[src/shared/ppo_pkg.sv]
// Constants shared by the pin pair output control block
package ppo_pkg;

  // Register byte offsets
  localparam logic [7:0] OFS_PAIR_CTRL = 8'h00;
  localparam logic [7:0] OFS_FAULT_CTRL = 8'h04;
  localparam logic [7:0] OFS_STATUS = 8'h08;

  // Pair control register fields
  localparam int POS_HIGH_POL = 13;
  localparam int POS_LOW_POL = 12;
  localparam int POS_MODE = 10;
  localparam int POS_OVR_EN_H = 9;
  localparam int POS_OVR_EN_L = 8;
  localparam int POS_OVR_VAL = 6;
  localparam int POS_FLT_VAL = 4;

  // Fault control register fields
  localparam int POS_IND_FLT = 15;
  localparam int POS_FLT_MODE = 0;

  // Status register fields
  localparam int POS_ST_PIN_H = 0;
  localparam int POS_ST_PIN_L = 1;
  localparam int POS_ST_FAULT = 2;
  localparam int POS_ST_GEN_H = 3;
  localparam int POS_ST_GEN_L = 4;

  // Reset values
  localparam logic [31:0] PAIR_CTRL_RST = 32'h0000_0000;
  localparam logic [31:0] FAULT_CTRL_RST = 32'h0000_0003;

  // Bus encodings
  localparam logic [1:0] HTRANS_NONSEQ = 2'h2;
  localparam logic [1:0] HTRANS_SEQ = 2'h3;
  localparam logic HRESP_OKAY = 1'h0;

  // Pin pair arrangement
  typedef enum logic [1:0] {
    PPO_COMPLEMENTARY = 2'h0,
    PPO_REDUNDANT = 2'h1,
    PPO_PUSH_PULL = 2'h2,
    PPO_INDEPENDENT = 2'h3
  } ppo_mode_t;

  // Fault handling mode; disabled ignores the fault input
  localparam logic [1:0] FLT_MODE_DISABLED = 2'h3;

endpackage

[src/shared/ppo_stage_if.sv]
// Carrier between the register side and the pin output stage
`timescale 1ns/1ps
interface ppo_stage_if;
  logic gen_high;
  logic gen_low;
  logic fault_active;
  logic fault_enable;
  logic high_pin_polarity;
  logic low_pin_polarity;
  ppo_pkg::ppo_mode_t pin_pair_mode;
  logic high_pin_override_enable;
  logic low_pin_override_enable;
  logic [1:0] override_value;
  logic [1:0] fault_state_value;
  logic high_side_pin;
  logic low_side_pin;

  modport ctrl (
    output gen_high, gen_low, fault_active, fault_enable,
    output high_pin_polarity, low_pin_polarity, pin_pair_mode,
    output high_pin_override_enable, low_pin_override_enable,
    output override_value, fault_state_value,
    input high_side_pin, low_side_pin
  );

  modport stage (
    input gen_high, gen_low, fault_active, fault_enable,
    input high_pin_polarity, low_pin_polarity, pin_pair_mode,
    input high_pin_override_enable, low_pin_override_enable,
    input override_value, fault_state_value,
    output high_side_pin, low_side_pin
  );
endinterface

[src/hw/ppo_top.sv]
// Pin pair output control with its AHB-Lite register slave
//
// Overview of operation
// - High pin inverted when its polarity is set
// - Low pin inverted when bit 12 set
// - Mode bits 11-10 only act in redundant (1), which copies the high generator to the low pin
// - High override enable picks override bit 1
// - Low override enable picks override bit 0
// - Override value field held at bits 7-6
// - Active fault drives fault state bits 5-4
//
// The register addresses and the AHB-Lite slave port were decided locally.
`timescale 1ns/1ps
module ppo_top (
  // Clock and reset
  input wire logic clock_in,
  input wire logic rst_n_in,
  // AHB-Lite slave
  input wire logic hsel_in,
  input wire logic [31:0] haddr_in,
  input wire logic [1:0] htrans_in,
  input wire logic hwrite_in,
  input wire logic [2:0] hsize_in,
  input wire logic [31:0] hwdata_in,
  input wire logic hready_in,
  output logic [31:0] hrdata_out,
  output logic hreadyout_out,
  output logic hresp_out,
  // Generator side, same clock domain
  input wire logic gen_high_in,
  input wire logic gen_low_in,
  input wire logic fault_active_in,
  // Pins to the power stage
  output logic high_side_pin_out,
  output logic low_side_pin_out
);

  typedef struct packed {
    logic high_pol;
    logic low_pol;
    logic [1:0] mode;
    logic ovr_en_h;
    logic ovr_en_l;
    logic [1:0] ovr_val;
    logic [1:0] flt_val;
    logic ind_flt;
    logic [1:0] flt_mode;
    logic wr_pend;
    logic [7:0] wr_addr;
    logic [31:0] rdata;
    logic ready;
  } ppo_regs_t;

  ppo_regs_t r_reg;
  ppo_regs_t r_next;
  ppo_stage_if st_if ();

  // Pack the pair control word from the register state
  function automatic logic [31:0] pair_word(input ppo_regs_t s);
    logic [31:0] w;
    w = 32'h0000_0000;
    w[ppo_pkg::POS_HIGH_POL] = s.high_pol;
    w[ppo_pkg::POS_LOW_POL] = s.low_pol;
    w[ppo_pkg::POS_MODE +: 2] = s.mode;
    w[ppo_pkg::POS_OVR_EN_H] = s.ovr_en_h;
    w[ppo_pkg::POS_OVR_EN_L] = s.ovr_en_l;
    w[ppo_pkg::POS_OVR_VAL +: 2] = s.ovr_val;
    w[ppo_pkg::POS_FLT_VAL +: 2] = s.flt_val;
    return w;
  endfunction

  function automatic logic [31:0] fault_word(input ppo_regs_t s);
    logic [31:0] w;
    w = 32'h0000_0000;
    w[ppo_pkg::POS_IND_FLT] = s.ind_flt;
    w[ppo_pkg::POS_FLT_MODE +: 2] = s.flt_mode;
    return w;
  endfunction

  // Load the pair control word, used at reset and on bus writes
  function automatic ppo_regs_t load_pair(input ppo_regs_t s, input logic [31:0] w);
    ppo_regs_t n;
    n = s;
    n.high_pol = w[ppo_pkg::POS_HIGH_POL];
    n.low_pol = w[ppo_pkg::POS_LOW_POL];
    n.mode = w[ppo_pkg::POS_MODE +: 2];
    n.ovr_en_h = w[ppo_pkg::POS_OVR_EN_H];
    n.ovr_en_l = w[ppo_pkg::POS_OVR_EN_L];
    n.ovr_val = w[ppo_pkg::POS_OVR_VAL +: 2];
    n.flt_val = w[ppo_pkg::POS_FLT_VAL +: 2];
    return n;
  endfunction

  function automatic ppo_regs_t load_fault(input ppo_regs_t s, input logic [31:0] w);
    ppo_regs_t n;
    n = s;
    n.ind_flt = w[ppo_pkg::POS_IND_FLT];
    n.flt_mode = w[ppo_pkg::POS_FLT_MODE +: 2];
    return n;
  endfunction

  function automatic ppo_regs_t reset_state();
    ppo_regs_t n;
    n = '0;
    n = load_pair(n, ppo_pkg::PAIR_CTRL_RST);
    n = load_fault(n, ppo_pkg::FAULT_CTRL_RST);
    return n;
  endfunction

  localparam ppo_regs_t REGS_RST = reset_state();

  always_comb begin
    logic addr_ok;
    logic [31:0] status;
    logic [7:0] a;
    addr_ok = hsel_in & hready_in & htrans_in[1];
    a = haddr_in[7:0];
    status = 32'h0000_0000;
    status[ppo_pkg::POS_ST_PIN_H] = st_if.high_side_pin;
    status[ppo_pkg::POS_ST_PIN_L] = st_if.low_side_pin;
    status[ppo_pkg::POS_ST_FAULT] = fault_active_in;
    status[ppo_pkg::POS_ST_GEN_H] = gen_high_in;
    status[ppo_pkg::POS_ST_GEN_L] = gen_low_in;
    r_next = r_reg;
    r_next.ready = 1'b1;
    // Data phase of a write: commit the word
    if (r_reg.wr_pend) begin
      case (r_reg.wr_addr)
        ppo_pkg::OFS_PAIR_CTRL: r_next = load_pair(r_next, hwdata_in);
        ppo_pkg::OFS_FAULT_CTRL: r_next = load_fault(r_next, hwdata_in);
        default: r_next = r_next;
      endcase
    end
    r_next.wr_pend = addr_ok & hwrite_in;
    r_next.wr_addr = a;
    // Read data taken from the updated copy, so a read right after a write sees it
    if (addr_ok && !hwrite_in) begin
      case (a)
        ppo_pkg::OFS_PAIR_CTRL: r_next.rdata = pair_word(r_next);
        ppo_pkg::OFS_FAULT_CTRL: r_next.rdata = fault_word(r_next);
        ppo_pkg::OFS_STATUS: r_next.rdata = status;
        default: r_next.rdata = 32'h0000_0000;
      endcase
    end
  end

  always_ff @(posedge clock_in or negedge rst_n_in) begin
    if (!rst_n_in) begin
      r_reg <= REGS_RST;
    end else begin
      r_reg <= r_next;
    end
  end

  // Stage inputs
  assign st_if.gen_high = gen_high_in;
  assign st_if.gen_low = gen_low_in;
  assign st_if.fault_active = fault_active_in;
  // Independent fault mode is stored only; current limit logic lives elsewhere
  assign st_if.fault_enable = (r_reg.flt_mode != ppo_pkg::FLT_MODE_DISABLED);
  assign st_if.high_pin_polarity = r_reg.high_pol;
  assign st_if.low_pin_polarity = r_reg.low_pol;
  assign st_if.pin_pair_mode = ppo_pkg::ppo_mode_t'(r_reg.mode);
  assign st_if.high_pin_override_enable = r_reg.ovr_en_h;
  assign st_if.low_pin_override_enable = r_reg.ovr_en_l;
  assign st_if.override_value = r_reg.ovr_val;
  assign st_if.fault_state_value = r_reg.flt_val;

  ppo_pin_stage u_stage (
    .clock_in(clock_in),
    .rst_n_in(rst_n_in),
    .st(st_if.stage)
  );

  assign hrdata_out = r_reg.rdata;
  assign hreadyout_out = r_reg.ready;
  assign hresp_out = ppo_pkg::HRESP_OKAY;
  assign high_side_pin_out = st_if.high_side_pin;
  assign low_side_pin_out = st_if.low_side_pin;

  // Checks on the pin path, one cycle of stage latency, then mode write and bus ready checks
  logic fault_on;
  assign fault_on = fault_active_in & st_if.fault_enable;

  a_high_gen_pol: assert property (@(posedge clock_in) disable iff (!rst_n_in)
    (!fault_on && !r_reg.ovr_en_h) |=>
      high_side_pin_out == ($past(gen_high_in) ^ $past(r_reg.high_pol)))
    else $error("high pin does not follow generator with polarity");

  a_low_gen_pol: assert property (@(posedge clock_in) disable iff (!rst_n_in)
    (!fault_on && !r_reg.ovr_en_l && r_reg.mode != ppo_pkg::PPO_REDUNDANT) |=>
      low_side_pin_out == ($past(gen_low_in) ^ $past(r_reg.low_pol)))
    else $error("low pin does not follow generator with polarity");

  a_redundant_copy: assert property (@(posedge clock_in) disable iff (!rst_n_in)
    (!fault_on && !r_reg.ovr_en_l && r_reg.mode == ppo_pkg::PPO_REDUNDANT) |=>
      low_side_pin_out == ($past(gen_high_in) ^ $past(r_reg.low_pol)))
    else $error("redundant mode does not copy high drive to low pin");

  a_high_override: assert property (@(posedge clock_in) disable iff (!rst_n_in)
    (!fault_on && r_reg.ovr_en_h) |=>
      high_side_pin_out == ($past(r_reg.ovr_val[1]) ^ $past(r_reg.high_pol)))
    else $error("high override value not on pin");

  a_low_override: assert property (@(posedge clock_in) disable iff (!rst_n_in)
    (!fault_on && r_reg.ovr_en_l) |=>
      low_side_pin_out == ($past(r_reg.ovr_val[0]) ^ $past(r_reg.low_pol)))
    else $error("low override value not on pin");

  a_override_field: assert property (@(posedge clock_in) disable iff (!rst_n_in)
    (r_reg.wr_pend && r_reg.wr_addr == ppo_pkg::OFS_PAIR_CTRL) |=>
      (r_reg.ovr_val == $past(hwdata_in[ppo_pkg::POS_OVR_VAL +: 2])) and
      (##1 (!fault_on && r_reg.ovr_en_h && r_reg.ovr_en_l) |->
        ##1 {high_side_pin_out, low_side_pin_out} ==
          ($past(r_reg.ovr_val) ^ {$past(r_reg.high_pol), $past(r_reg.low_pol)})))
    else $error("override field write not carried to pins");

  a_fault_state: assert property (@(posedge clock_in) disable iff (!rst_n_in)
    fault_on |=> {high_side_pin_out, low_side_pin_out} ==
      ($past(r_reg.flt_val) ^ {$past(r_reg.high_pol), $past(r_reg.low_pol)}))
    else $error("fault state not driven while fault active");

  a_fault_priority: assert property (@(posedge clock_in) disable iff (!rst_n_in)
    (fault_on && r_reg.ovr_en_h && r_reg.flt_val[1] != r_reg.ovr_val[1]) |=>
      high_side_pin_out != ($past(r_reg.ovr_val[1]) ^ $past(r_reg.high_pol)))
    else $error("override won over fault state");

  a_mode_write: assert property (@(posedge clock_in) disable iff (!rst_n_in)
    (r_reg.wr_pend && r_reg.wr_addr == ppo_pkg::OFS_PAIR_CTRL) |=>
      r_reg.mode == $past(hwdata_in[ppo_pkg::POS_MODE +: 2]))
    else $error("mode field not written");

  a_bus_ready: assert property (@(posedge clock_in) disable iff (!rst_n_in)
    $rose(rst_n_in) ##1 1'b1 |-> hreadyout_out)
    else $error("slave stalled the bus");

  // Register write checks, with the low side fault priority and disabled fault checks
  a_high_pol_write: assert property (@(posedge clock_in) disable iff (!rst_n_in)
    (r_reg.wr_pend && r_reg.wr_addr == ppo_pkg::OFS_PAIR_CTRL) |=>
      r_reg.high_pol == $past(hwdata_in[ppo_pkg::POS_HIGH_POL]))
    else $error("high polarity bit not written");

  a_low_pol_write: assert property (@(posedge clock_in) disable iff (!rst_n_in)
    (r_reg.wr_pend && r_reg.wr_addr == ppo_pkg::OFS_PAIR_CTRL) |=>
      r_reg.low_pol == $past(hwdata_in[ppo_pkg::POS_LOW_POL]))
    else $error("low polarity bit not written");

  a_ovr_en_write: assert property (@(posedge clock_in) disable iff (!rst_n_in)
    (r_reg.wr_pend && r_reg.wr_addr == ppo_pkg::OFS_PAIR_CTRL) |=>
      {r_reg.ovr_en_h, r_reg.ovr_en_l} == $past(hwdata_in[ppo_pkg::POS_OVR_EN_L +: 2]))
    else $error("override enables not written");

  a_fault_val_write: assert property (@(posedge clock_in) disable iff (!rst_n_in)
    (r_reg.wr_pend && r_reg.wr_addr == ppo_pkg::OFS_PAIR_CTRL) |=>
      r_reg.flt_val == $past(hwdata_in[ppo_pkg::POS_FLT_VAL +: 2]))
    else $error("fault state field not written");

  a_fault_mode_write: assert property (@(posedge clock_in) disable iff (!rst_n_in)
    (r_reg.wr_pend && r_reg.wr_addr == ppo_pkg::OFS_FAULT_CTRL) |=>
      r_reg.flt_mode == $past(hwdata_in[ppo_pkg::POS_FLT_MODE +: 2]))
    else $error("fault handling mode not written");

  a_ind_mode_write: assert property (@(posedge clock_in) disable iff (!rst_n_in)
    (r_reg.wr_pend && r_reg.wr_addr == ppo_pkg::OFS_FAULT_CTRL) |=>
      r_reg.ind_flt == $past(hwdata_in[ppo_pkg::POS_IND_FLT]))
    else $error("independent fault mode bit not written");

  a_low_fault_priority: assert property (@(posedge clock_in) disable iff (!rst_n_in)
    (fault_on && r_reg.ovr_en_l && r_reg.flt_val[0] != r_reg.ovr_val[0]) |=>
      low_side_pin_out != ($past(r_reg.ovr_val[0]) ^ $past(r_reg.low_pol)))
    else $error("low override won over fault state");

  a_fault_disabled: assert property (@(posedge clock_in) disable iff (!rst_n_in)
    (fault_active_in && r_reg.flt_mode == ppo_pkg::FLT_MODE_DISABLED &&
      !r_reg.ovr_en_h) |=>
      high_side_pin_out == ($past(gen_high_in) ^ $past(r_reg.high_pol)))
    else $error("fault state driven although faults are disabled");

  a_unmapped_write: assert property (@(posedge clock_in) disable iff (!rst_n_in)
    (r_reg.wr_pend && r_reg.wr_addr != ppo_pkg::OFS_PAIR_CTRL &&
      r_reg.wr_addr != ppo_pkg::OFS_FAULT_CTRL) |=>
      $stable({r_reg.high_pol, r_reg.low_pol, r_reg.mode, r_reg.ovr_en_h, r_reg.ovr_en_l,
        r_reg.ovr_val, r_reg.flt_val, r_reg.ind_flt, r_reg.flt_mode}))
    else $error("write to unmapped offset changed a control field");

  // Read-back checks; a pending write is left out since it lands first
  a_read_override: assert property (@(posedge clock_in) disable iff (!rst_n_in)
    (hsel_in && hready_in && htrans_in[1] && !hwrite_in && !r_reg.wr_pend &&
      haddr_in[7:0] == ppo_pkg::OFS_PAIR_CTRL) |=>
      hrdata_out[ppo_pkg::POS_OVR_VAL +: 2] == $past(r_reg.ovr_val))
    else $error("override field read back wrong");

  a_read_mode: assert property (@(posedge clock_in) disable iff (!rst_n_in)
    (hsel_in && hready_in && htrans_in[1] && !hwrite_in && !r_reg.wr_pend &&
      haddr_in[7:0] == ppo_pkg::OFS_PAIR_CTRL) |=>
      hrdata_out[ppo_pkg::POS_MODE +: 2] == $past(r_reg.mode))
    else $error("mode field read back wrong");

  a_read_polarity: assert property (@(posedge clock_in) disable iff (!rst_n_in)
    (hsel_in && hready_in && htrans_in[1] && !hwrite_in && !r_reg.wr_pend &&
      haddr_in[7:0] == ppo_pkg::OFS_PAIR_CTRL) |=>
      {hrdata_out[ppo_pkg::POS_HIGH_POL], hrdata_out[ppo_pkg::POS_LOW_POL]} ==
        $past({r_reg.high_pol, r_reg.low_pol}))
    else $error("polarity bits read back wrong");

  a_read_status: assert property (@(posedge clock_in) disable iff (!rst_n_in)
    (hsel_in && hready_in && htrans_in[1] && !hwrite_in &&
      haddr_in[7:0] == ppo_pkg::OFS_STATUS) |=>
      hrdata_out[ppo_pkg::POS_ST_PIN_H] == $past(high_side_pin_out) &&
      hrdata_out[ppo_pkg::POS_ST_PIN_L] == $past(low_side_pin_out))
    else $error("status read does not show the pins");

  a_ready_held: assert property (@(posedge clock_in) disable iff (!rst_n_in)
    hreadyout_out |=> hreadyout_out)
    else $error("slave inserted a wait state");

endmodule // ppo_top

[src/hw/ppo_pin_stage.sv]
// Pin output stage: fault, override and generator select, then polarity
`timescale 1ns/1ps
module ppo_pin_stage (
  // Clock and reset
  input wire logic clock_in,
  input wire logic rst_n_in,
  // Link to the register side
  ppo_stage_if.stage st
);

  typedef struct packed {
    logic high_pin;
    logic low_pin;
  } ppo_pins_t;

  ppo_pins_t pins_reg;
  ppo_pins_t pins_next;

  always_comb begin
    logic fault_on;
    logic high_val;
    logic low_gen;
    logic low_val;
    fault_on = st.fault_active & st.fault_enable;
    // Redundant copies the high side generator onto the low pin
    low_gen = (st.pin_pair_mode == ppo_pkg::PPO_REDUNDANT) ? st.gen_high : st.gen_low;
    high_val = st.high_pin_override_enable ? st.override_value[1] : st.gen_high;
    low_val = st.low_pin_override_enable ? st.override_value[0] : low_gen;
    if (fault_on) begin
      high_val = st.fault_state_value[1];
      low_val = st.fault_state_value[0];
    end
    pins_next = pins_reg;
    pins_next.high_pin = high_val ^ st.high_pin_polarity;
    pins_next.low_pin = low_val ^ st.low_pin_polarity;
  end

  // Reset drives both pins low, the inactive level for reset polarity
  always_ff @(posedge clock_in or negedge rst_n_in) begin
    if (!rst_n_in) begin
      pins_reg <= '0;
    end else begin
      pins_reg <= pins_next;
    end
  end

  assign st.high_side_pin = pins_reg.high_pin;
  assign st.low_side_pin = pins_reg.low_pin;

endmodule // ppo_pin_stage

[config.mk]
export PLATFORM = sky130hd
export DESIGN_NAME = ppo_top
export DESIGN_NICKNAME = d
export VERILOG_FILES = /design/src/shared/ppo_pkg.sv /design/src/shared/ppo_stage_if.sv /design/src/hw/ppo_top.sv /design/src/hw/ppo_pin_stage.sv
export SDC_FILE = /design/constraint.sdc
export NUM_CORES = 1
export LEC_CHECK = 0
export BUFFER_PORTS_ARGS = -buffer_cell sky130_fd_sc_hd__buf_2
export CORE_ASPECT_RATIO = 0.6
export CORE_MARGIN = 3
export CORE_UTILIZATION = 42
export CTS_CLUSTER_SIZE = 40
export DETAILED_ROUTE_END_ITERATION = 10
export PLACE_DENSITY = 0.79
export SKIP_CTS_REPAIR_TIMING = 1
export SYNTH_ARGS = -nofsm -noshare
export SYNTH_HDL_FRONTEND = slang
export SYNTH_SLANG_ARGS = --single-unit
export TNS_END_PERCENT = 30
[constraint.sdc]
create_clock -name clock_in -period 2.5 [get_ports clock_in]
set_clock_uncertainty 0.2 [all_clocks]
set_input_delay 0.25 -clock clock_in [delete_from_list [all_inputs] [get_ports clock_in]]
set_output_delay 0.25 -clock clock_in [all_outputs]
set_load 0.01 [all_outputs]
# Word-level counts from Yosys, hierarchy flattened

Cells that the tools add are included.
Widths: inputs -> output; s select.

Input bits: 77
Bits in registers: 57
Output and inout port bits: 36

Reductions and logical operators: 4
Bitwise operators: 6
Muxes and demuxes: 9
Equality and inequality tests: 5

Operator list:

| cell               | count |
|---|---|
| $pmux 55 s2        | 1 |
| $mux 55            | 1 |
| $pmux 16 s3        | 1 |
| $mux 32            | 1 |
| $eq 8x3->1 const B | 2 |
| $logic_not 8->1    | 2 |
| $eq 8x4->1 const B | 1 |
| $mux 1             | 5 |
| $and 1x1->1        | 4 |
| $eq 2x1->1 const B | 1 |
| $ne 2x2->1 const B | 1 |
| $xor 1x1->1        | 2 |
| $logic_and 1x1->1  | 1 |
| $logic_not 1->1    | 1 |

# Depth between registers and ports, before layout

Gate-level depths: netlist (run 1).

Depth in word-level cells: 5
Depth in mapped cells: 5
Mapped depth without buffers: 4

# Hierarchy

A second synthesis (run 1) with hierarchy kept.

Cells, all modules: 153
Area total of the unflattened synthesis: 1873.0 um^2

Modules (own cells, without submodules):

| module        | instances | sequential area each (um^2) | area each (um^2) | cells each |
|---|---|---|---|---|
| ppo_top       | 1         | 953.4                       | 1686.6           | 133 |
| ppo_pin_stage | 1         | 50.0                        | 186.4            | 20 |

# Least setup slack after synthesis (run 1)

Ideal clock, no wire load.

Path type: input to register
From: input port haddr_in[5]
To: register r_reg (netlist bit hrdata_out[0])
Slack: 542 ps
Arrival time: 1678 ps
Setup time: 80 ps
Path buffers: 0
Stages: 4
Data required time: 2220 ps
Cells stage by stage: or4_4 -> or3_4 -> or4_4 -> o211ai_2

Cells in the longest elaborated chain, start to end: 3
Elaborated cells on any way between the ends: 5
Classes of those cells: eq/ne (2); mux (2); reduce/logical (1)

RTL lines:

| item                                     | RTL line       | text |
|---|---|---|
| from (decl)                              | ppo_top.sv:20  | `input wire logic [31:0] haddr_in,` |
| $eq 8x4->1, or another cell as far along | ppo_top.sv:138 | `case (a)` |
| $pmux 16 s3 (*)                          | ppo_top.sv:138 |  |
| $mux 32 (*)                              | ppo_top.sv:137 | `if (addr_ok && !hwrite_in) begin` |
| to (signal assigned)                     | ppo_top.sv:151 | `r_reg <= r_next;` |
| to (decl)                                | ppo_top.sv:54  | `ppo_regs_t r_reg;` |

Mark *: on every way between the ends. The rest lies on a longest branch, timed or not.
A chain may end at the register's enable or synchronous reset.

# Worst setup path in the final report (run 1)

From: input port haddr_in[4]
To: register r_reg (netlist bit hrdata_out[0])

Same word-level chain as after synthesis.

==> flow_metrics.tcl, run 1 <==
set metrics [dict create \
    fmax_mhz 419.2 \
    tightest_slew_ns 0.8826 \
    setup_viol 0 \
    grt.total_usage_pct 14.19 \
    leakage_nw 1.137 \
    drt_iter0_markers 44 \
    ff2ff_path_depth 5 \
    layout_common_cells "buf_2, dfrtp_1, conb_1" \
    crit_required_ns 2.51 \
    synth_cells 146 \
    die_h_microns 56.88 \
    portBuffers 47 \
    max_slew_margin_pct 41.16 \
    clk_pin_slew_ns 0.07 \
    antenna_left 0 \
    routedWlPerCell_microns 14.47 \
    multi_input_area_sq_um 600.6 \
    fin_crit_sh_pct 95.43 \
    synth-main-ff-cell "dfrtp_1" \
    netlist_area_sq_um 1812 \
    period_needed_ns 2.386 \
    grt_pass1_wl_microns 5644 \
    cts_buffer_depth 2 \
    slew_violations 0 \
    min_to "hrdata_out[2]" \
    antenna_cells 0 \
    reg2reg_to "hrdata_out[6]" \
    vias_per_cell 4.571 \
    cap_violations 0 \
    finalHoldViolations 0 \
    core-area_sq_um 3892 \
    yosys_register_bits 40 \
    irDropWorstVdd_uv 244.7 \
    gr-total-overflow 0 \
    cts_num_sinks 40 \
    cts_max_level 2 \
    clkLatencyLatePin_ns 0.29 \
    rrSetupSlack_ns 0.34 \
    synth_seq_area_share_pct 55.39 \
    cp.arrival_ns 2.40 \
    grt_pass1_vias 1148 \
    final_area_sq_um 2148 \
    num_rows 17 \
    dp_hpwl_microns 2639 \
    cp-start-kind "input port" \
    hp-class "in2reg" \
    grt_start_max_net_pins 41 \
    largest_register_ffs 15 \
    yosys_warnings 0 \
    nNetsFinal 273 \
    critPathMaxFanout 3 \
    cp-end-kind "flip-flop" \
    root_buffer "clkbuf_8" \
    firstDrtPassIters 4 \
    io_pins 113 \
    p_per_area_nw_per_um2 555.8 \
    async_flop_share_pct 100.0 \
    die-width_microns 90.79 \
    avgSynthCellArea_sq_um 12.41 \
    drive_gt1_share_pct 39.09 \
    gp_congestion 0.7410 \
    cts_tree "yes" \
    drc_errors 0 \
    synth_cell_types 38 \
    cts_buffers 5 \
    start_util_pct 46.54 \
    final_common_cell "buf_2" \
    r2r-start "r_reg[34]" \
    status "finished, final reports clean" \
    fillers 350 \
    grt_antenna_before_repair 0 \
    hp-start "fault_active_in" \
    postPlaceCellArea_sq_um 1956 \
    area_growth_pct 18.58 \
    fin_setup_tns_ns 0 \
    synth_enable_flop_cells 0 \
    hold_path_depth 3 \
    num_vias 1161 \
    rsz0062_at_grt "false" \
    die-area_sq_um 5164 \
    ff_latch_area_sq_um 1003 \
    path_class "in2reg" \
    drt-total-wl_microns 3676 \
]
critical path, cell delays in order:
cell	delay, ns
dlygate4sd3_1	0.55
buf_2	0.13
or4_4	0.51
or3_4	0.37
or4_4	0.44
o211ai_2	0.14
final cells by class:
class                           count  share of cell area [%]
Clock buffer                        6                   3.844
Inverter                            4                  0.6989
Clock inverter                      2                  0.4659
Sequential cell                    40                   46.71
Tap cell                           57                   3.320
Timing Repair Buffer               61                   17.01
Multi-Input combinational cell     84                   27.96
stage by stage:
step / setup WS, ns / hold WS, ns / cells / utilization [%] / total power [mW]
2_1_floorplan: 0.5420 / -0.2456 / 163 / - / 0.7309
3_3_place_gp: 0.3961 / 0.1773 / 236 / 50.24 / 0.7597
3_5_place_dp: 0.3748 / 0.1780 / 236 / 50.24 / 0.7615
4_1_cts: 0.3457 / -0.1308 / 244 / 52.62 / 1.201
5_1_grt: 0.06065 / 0.005740 / 254 / 55.19 / 1.249
6_report: 0.1143 / 0.01212 / 254 / 55.19 / 1.194
kinds of logic after synthesis:
logic type             after synthesis  share of synthesized area [%]
AND/OR/NAND/NOR                     28                          10.29
other                                2                         0.4145
XOR/XNOR                             2                         0.9670
multiplexers                        14                          8.495
buffers and inverters               39                          14.99
AO/OA/AOI/OAI                       21                          9.462
flip-flops                          40                          55.39
cell usage after synthesis, types with 3 or more instances:
| cell type | count | share of area, % |
|---|---|---|
| nor2_1 | 3 | 0.62 |
| nand2_1 | 7 | 1.5 |
| buf_4 | 33 | 14 |
| inv_1 | 4 | 0.83 |
| mux2i_1 | 3 | 1.7 |
| mux2_2 | 11 | 6.8 |
| a22o_1 | 9 | 4.4 |
| dfrtp_1 | 38 | 52 |
worst max path at each step:
stage                     start        endpoint  slack, ns  cells after the start
finish              haddr_in[4]   hrdata_out[0]       0.11                      6
detailed placement    r_reg[34]  hrdata_out[11]       0.37                      5
floorplan           haddr_in[5]   hrdata_out[0]       0.54                      4
CTS                   r_reg[34]   hrdata_out[8]       0.35                      5
global route        haddr_in[5]   hrdata_out[1]       0.06                      6
global placement    haddr_in[5]   hrdata_out[0]       0.40                      5
routing by layer:
metal  global-route usage (%)  share of wire [%]  up-vias
met4                    3.863                1.1        0
met1                    21.02                 50      554
met5                        0                  0        -
met3                    5.489                6.9        5
met2                    19.07                 42       44
li1                         -                  -      558
where the power goes:
group | switching [mW] | total [mW] | internal [mW]
Sequential | 0.00596 | 0.668 | 0.662
Clock | 0.213 | 0.433 | 0.220
Combinational | 0.0556 | 0.0936 | 0.0380
Total | 0.274 | 1.19 | 0.920
(Power assumes the default switching activity.)
==> run 2, diff against run 1 <==
Settings changed: PLACE_DENSITY 0.79 to 0.88.
==> run 2 against run 1 <==
Net effect:
- the run now ends with hold timing left
- final area rose by 1.7%
- sequential share of layout area fell by 0.78 points
- final cell count fell by 0.39%
- critical endpoint unchanged
- via count rose by 0.60%
- clock power rose by 42%
- sequential power barely moved
- core utilization rose by 0.93 points
- largest cell class unchanged
==> flow_metrics.tcl, run 2 (synthesized netlist as in run 1, its figures left out) <==
set metrics [dict create \
    antenna_cells 0 \
    drive_gt1_share_pct 38.78 \
    fin_crit_sh_pct 94.52 \
    final_common_cell "buf_2" \
    crit_required_ns 2.53 \
    portBuffers 47 \
    antenna_left 0 \
    grt_antenna_before_repair 0 \
    fmax_mhz 423.2 \
    critPathMaxFanout 3 \
    root_buffer "clkbuf_8" \
    crit_family "simple AND/OR/NAND/NOR gates" \
    nNetsFinal 273 \
    grt_start_max_net_pins 41 \
    hold_ws_ns -0.008668 \
    preCtsSetupSlack_ns 0.3916 \
    num_vias 1168 \
    gp_congestion 0.7862 \
    dp_hpwl_microns 2628 \
    clkLatencyLatePin_ns 0.30 \
    vias_per_cell 4.617 \
    critPathMaxStageDelay_ns 0.55 \
    cts_max_level 2 \
    p_per_area_nw_per_um2 629.5 \
    cts_buffers 5 \
    period_needed_ns 2.363 \
    drt_iter0_markers 65 \
    violations "hold timing" \
    grt_pass1_wl_microns 5568 \
    fillers 344 \
    drt-total-wl_microns 3730 \
    finalHoldViolations 1 \
    cts_tree "yes" \
    worst_slack_ns 0.1371 \
    layout_common_cells "buf_2, dfrtp_1, conb_1" \
    grt_pass1_vias 1134 \
    drc_errors 0 \
    io_pins 113 \
    die-area_sq_um 5164 \
    cts_buffer_depth 2 \
    die_h_microns 56.88 \
    slew_violations 0 \
    cpMostUsedCell "or4_4" \
    critical_path_buf_inv_count 2 \
    crit_path_top_delay_cell "dlygate4sd3_1" \
    tightest_slew_ns 0.8635 \
    grt.total_usage_pct 14.32 \
    setup_viol 0 \
    cp-end-kind "flip-flop" \
    leakage_nw 1.150 \
    area_growth_pct 20.58 \
    hp-class "in2reg" \
    irDropWorstVdd_uv 339.0 \
    routedWlPerCell_microns 14.74 \
    start_util_pct 46.54 \
    largest_register_ffs 15 \
    cap_violations 0 \
    status "finished with violations" \
    core-area_sq_um 3892 \
    crit_chain "dlygate4sd3_1, buf_2, or4_4, or3_4, or4_4, o211ai_2" \
    firstDrtPassIters 4 \
    gr-total-overflow 0 \
    cp-start-kind "input port" \
    cts_num_sinks 40 \
    clk_pin_slew_ns 0.08 \
    path_class "in2reg" \
    cp.arrival_ns 2.39 \
    rsz0062_at_grt "false" \
    max_slew_margin_pct 42.43 \
    num_rows 17 \
    fin_setup_tns_ns 0 \
    die-width_microns 90.79 \
]
==> run 2: changes by cell type in the layout (fill, tap and decap cells not counted), sizes merged <==
cell / delta
bufinv: +2
clkbuf: -1
clkinv: -2
==> run 2: path summary, 6_finish.rpt <==
check | slack (ns) | cells past startpoint | start | endpoint
max | 0.14 | 6 | haddr_in[4] | hrdata_out[0]
min | -0.009 | 3 | fault_active_in | hrdata_out[2]
max reg2reg | 0.39 | 5 | r_reg[37] | hrdata_out[13]
min reg2reg | 0.28 | 1 | st_if.low_pin_polarity | u_stage.st.low_side_pin
max in group asynchronous | 1.15 | 2 | rst_n_in | st_if.pin_pair_mode[1]
min in group asynchronous | 0.40 | 2 | rst_n_in | hrdata_out[2]
==> run 2: power by group <==
group	switching, mW	internal (mW)	leakage, nW
clock	0.221	0.393	0.0642
sequential	0.00555	0.662	0.526
combinational	0.0558	0.0381	0.560
==> run 2: worst min-delay path, stage by stage <==
cell and delay (ns):
buf_2 0.10, nand2_1 0.04, o21ai_0 0.06
==> run 2: final cells by class <==
| cell class | count | area, sq um | share of cell area (%) |
|---|---|---|---|
| flip-flops and latches | 40 | 1003 | 45.93 |
| clock buffers | 5 | 68.82 | 3.150 |
| inverters | 4 | 15.01 | 0.6873 |
| repair buffers | 61 | 365.4 | 16.72 |
| clock inverters | 2 | 60.06 | 2.749 |
| well taps | 57 | 71.32 | 3.265 |
| multi-input cells | 84 | 600.6 | 27.49 |
==> run 2: through the flow <==
stage	instances	area, sq um	power (mW)	hold WS (ns)	util (%)
after CTS	243	2085	1.374	-0.1212	53.55
after detailed placement	236	1956	0.7618	0.1833	50.24
after global routing	253	2185	1.425	0.002942	56.12
after global placement	236	1956	0.7587	0.1759	50.24
final	253	2185	1.375	-0.008668	56.12
after floorplan	163	1876	0.7309	-0.2456	-
==> run 2: metal layers <==
| metal | vias to the layer above | GRT usage (%) | routed length [microns] |
|---|---|---|---|
| li1 | 559 | - | - |
| met4 | 0 | 5.794 | 34 |
| met3 | 4 | 5.489 | 280 |
| met5 | - | 0 | 0 |
| met1 | 558 | 20.39 | 1778 |
| met2 | 47 | 19.39 | 1637 |
==> run 3, diff against run 2 <==
Settings changed: HOLD_SLACK_MARGIN from default to 0.03.
==> run 3 against run 2 <==
Net effect:
- the run now ends clean
- count of clock-buffer cells in the layout unchanged
- maximum frequency down 0.12%
- sequential share of layout area down 2.6 points
- sequential power about the same
- flip-flop and latch count unchanged
- die area unchanged
- final area up 6.0%
- global-route usage unchanged
- non-clock buffer count up 13
- worst hold slack better by 0.023 ns
- via count up 5.5%
- critical path type unchanged
- largest cell class unchanged
==> flow_metrics.tcl, run 3 (synthesized netlist as in run 1, its figures left out) <==
set metrics [dict create \
    cp-end-kind "flip-flop" \
    rrSetupSlack_ns 0.39 \
    num_rows 17 \
    p_per_area_nw_per_um2 602.3 \
    firstDrtPassIters 4 \
    path_class "in2reg" \
    fin_crit_sh_pct 94.63 \
    cts_buffer_depth 2 \
    root_buffer "clkbuf_8" \
    max_slew_margin_pct 42.24 \
    crit_required_ns 2.53 \
    drt_iter0_markers 86 \
    die-area_sq_um 5164 \
    layout_common_cells "buf_2, dfrtp_1, dlygate4sd3_1" \
    cp-start-kind "input port" \
    hold_path_depth 3 \
    rsz0062_at_grt "false" \
    preCtsSetupSlack_ns 0.3916 \
    io_pins 113 \
    irDropWorstVdd_uv 347.2 \
    hp-class "in2reg" \
    grt_pass1_wl_microns 5568 \
    cts_num_sinks 40 \
    fin_setup_tns_ns 0 \
    status "finished, final reports clean" \
    die-width_microns 90.79 \
    r2r-start "r_reg[37]" \
    antenna_cells 0 \
    final_area_sq_um 2315 \
    tightest_slew_ns 0.8665 \
    clkLatencyLatePin_ns 0.30 \
    hold_ws_ns 0.01414 \
    clk_pin_slew_ns 0.08 \
    min_to "r_reg[43]" \
    reg2reg_to "hrdata_out[6]" \
    worst_slack_ns 0.1343 \
    gr-total-overflow 0 \
    nNetsFinal 286 \
    grt_antenna_before_repair 0 \
    cts_buffers 5 \
    grt.total_usage_pct 14.32 \
    grt_start_max_net_pins 41 \
    hp-start "hwdata_in[1]" \
    period_needed_ns 2.366 \
    cp.arrival_ns 2.39 \
    vias_per_cell 4.632 \
    final_common_cell "buf_2" \
    postPlaceCellArea_sq_um 1956 \
    fmax_mhz 422.7 \
    finalHoldViolations 0 \
    cap_violations 0 \
    portBuffers 47 \
    drive_gt1_share_pct 36.36 \
    drc_errors 0 \
    setup_viol 0 \
    num_vias 1232 \
    critPathMaxFanout 3 \
    area_growth_pct 27.76 \
    routedWlPerCell_microns 14.49 \
    drt-total-wl_microns 3855 \
    antenna_left 0 \
    leakage_nw 1.207 \
    slew_violations 0 \
    die_h_microns 56.88 \
    core-area_sq_um 3892 \
    start_util_pct 46.54 \
    dp_hpwl_microns 2628 \
    grt_pass1_vias 1134 \
    cts_tree "yes" \
    ff2ff_path_depth 5 \
    cts_max_level 2 \
    largest_register_ffs 15 \
    gp_congestion 0.7862 \
]
-- run 3: cell types whose count changed in the layout (fill, tap and decap cells not counted) --
cell,previous run,this run
dlygate4sd3_1,10,23
-- run 3: worst max path at each step --
stage | from | to | slack (ns) | cells past startpoint
after floorplan | haddr_in[5] | hrdata_out[0] | 0.54 | 4
after global placement | haddr_in[5] | hrdata_out[1] | 0.38 | 5
after detailed placement | haddr_in[5] | hrdata_out[1] | 0.39 | 5
after CTS | r_reg[37] | hrdata_out[11] | 0.40 | 5
after global routing | haddr_in[5] | hrdata_out[1] | 0.10 | 6
final | haddr_in[4] | hrdata_out[0] | 0.13 | 6
-- run 3: final cells by class --
class / count / area [sq um]
clock buffers: 5 / 68.82
clock inverters: 2 / 60.06
fillers: 321 / 1578
inverters: 4 / 15.01
multi-input cells: 84 / 600.6
flip-flops and latches: 40 / 1003
well taps: 57 / 71.32
repair buffers: 74 / 495.5
-- run 3: critical path, stage by stage --
cell and delay (ns):
dlygate4sd3_1 0.55, buf_2 0.14, or4_4 0.50, or3_4 0.37, or4_4 0.44, o211ai_2 0.14
-- run 3: routing by layer --
layer,up-vias,part of all wire (%),GRT usage [%]
li1,582,-,-
met1,601,47,20.39
met2,45,46,19.39
met3,4,6.0,5.489
met4,0,0.88,5.794
met5,-,0,0
-- run 3: metrics by stage --
stage	util, %	power (mW)	cells
finish	59.47	1.394	266
global route	59.47	1.443	266
CTS	53.55	1.374	243
detailed placement	50.24	0.7618	236
global placement	50.24	0.7587	236
floorplan	-	0.7309	163
-- run 3: power by group --
part	internal [mW]	switching, mW	leakage [nW]	total [mW]
sequential	0.662	0.00553	0.526	0.667
combinational	0.0508	0.0586	0.617	0.109
clock	0.393	0.224	0.0642	0.617
total	1.11	0.289	1.21	1.39
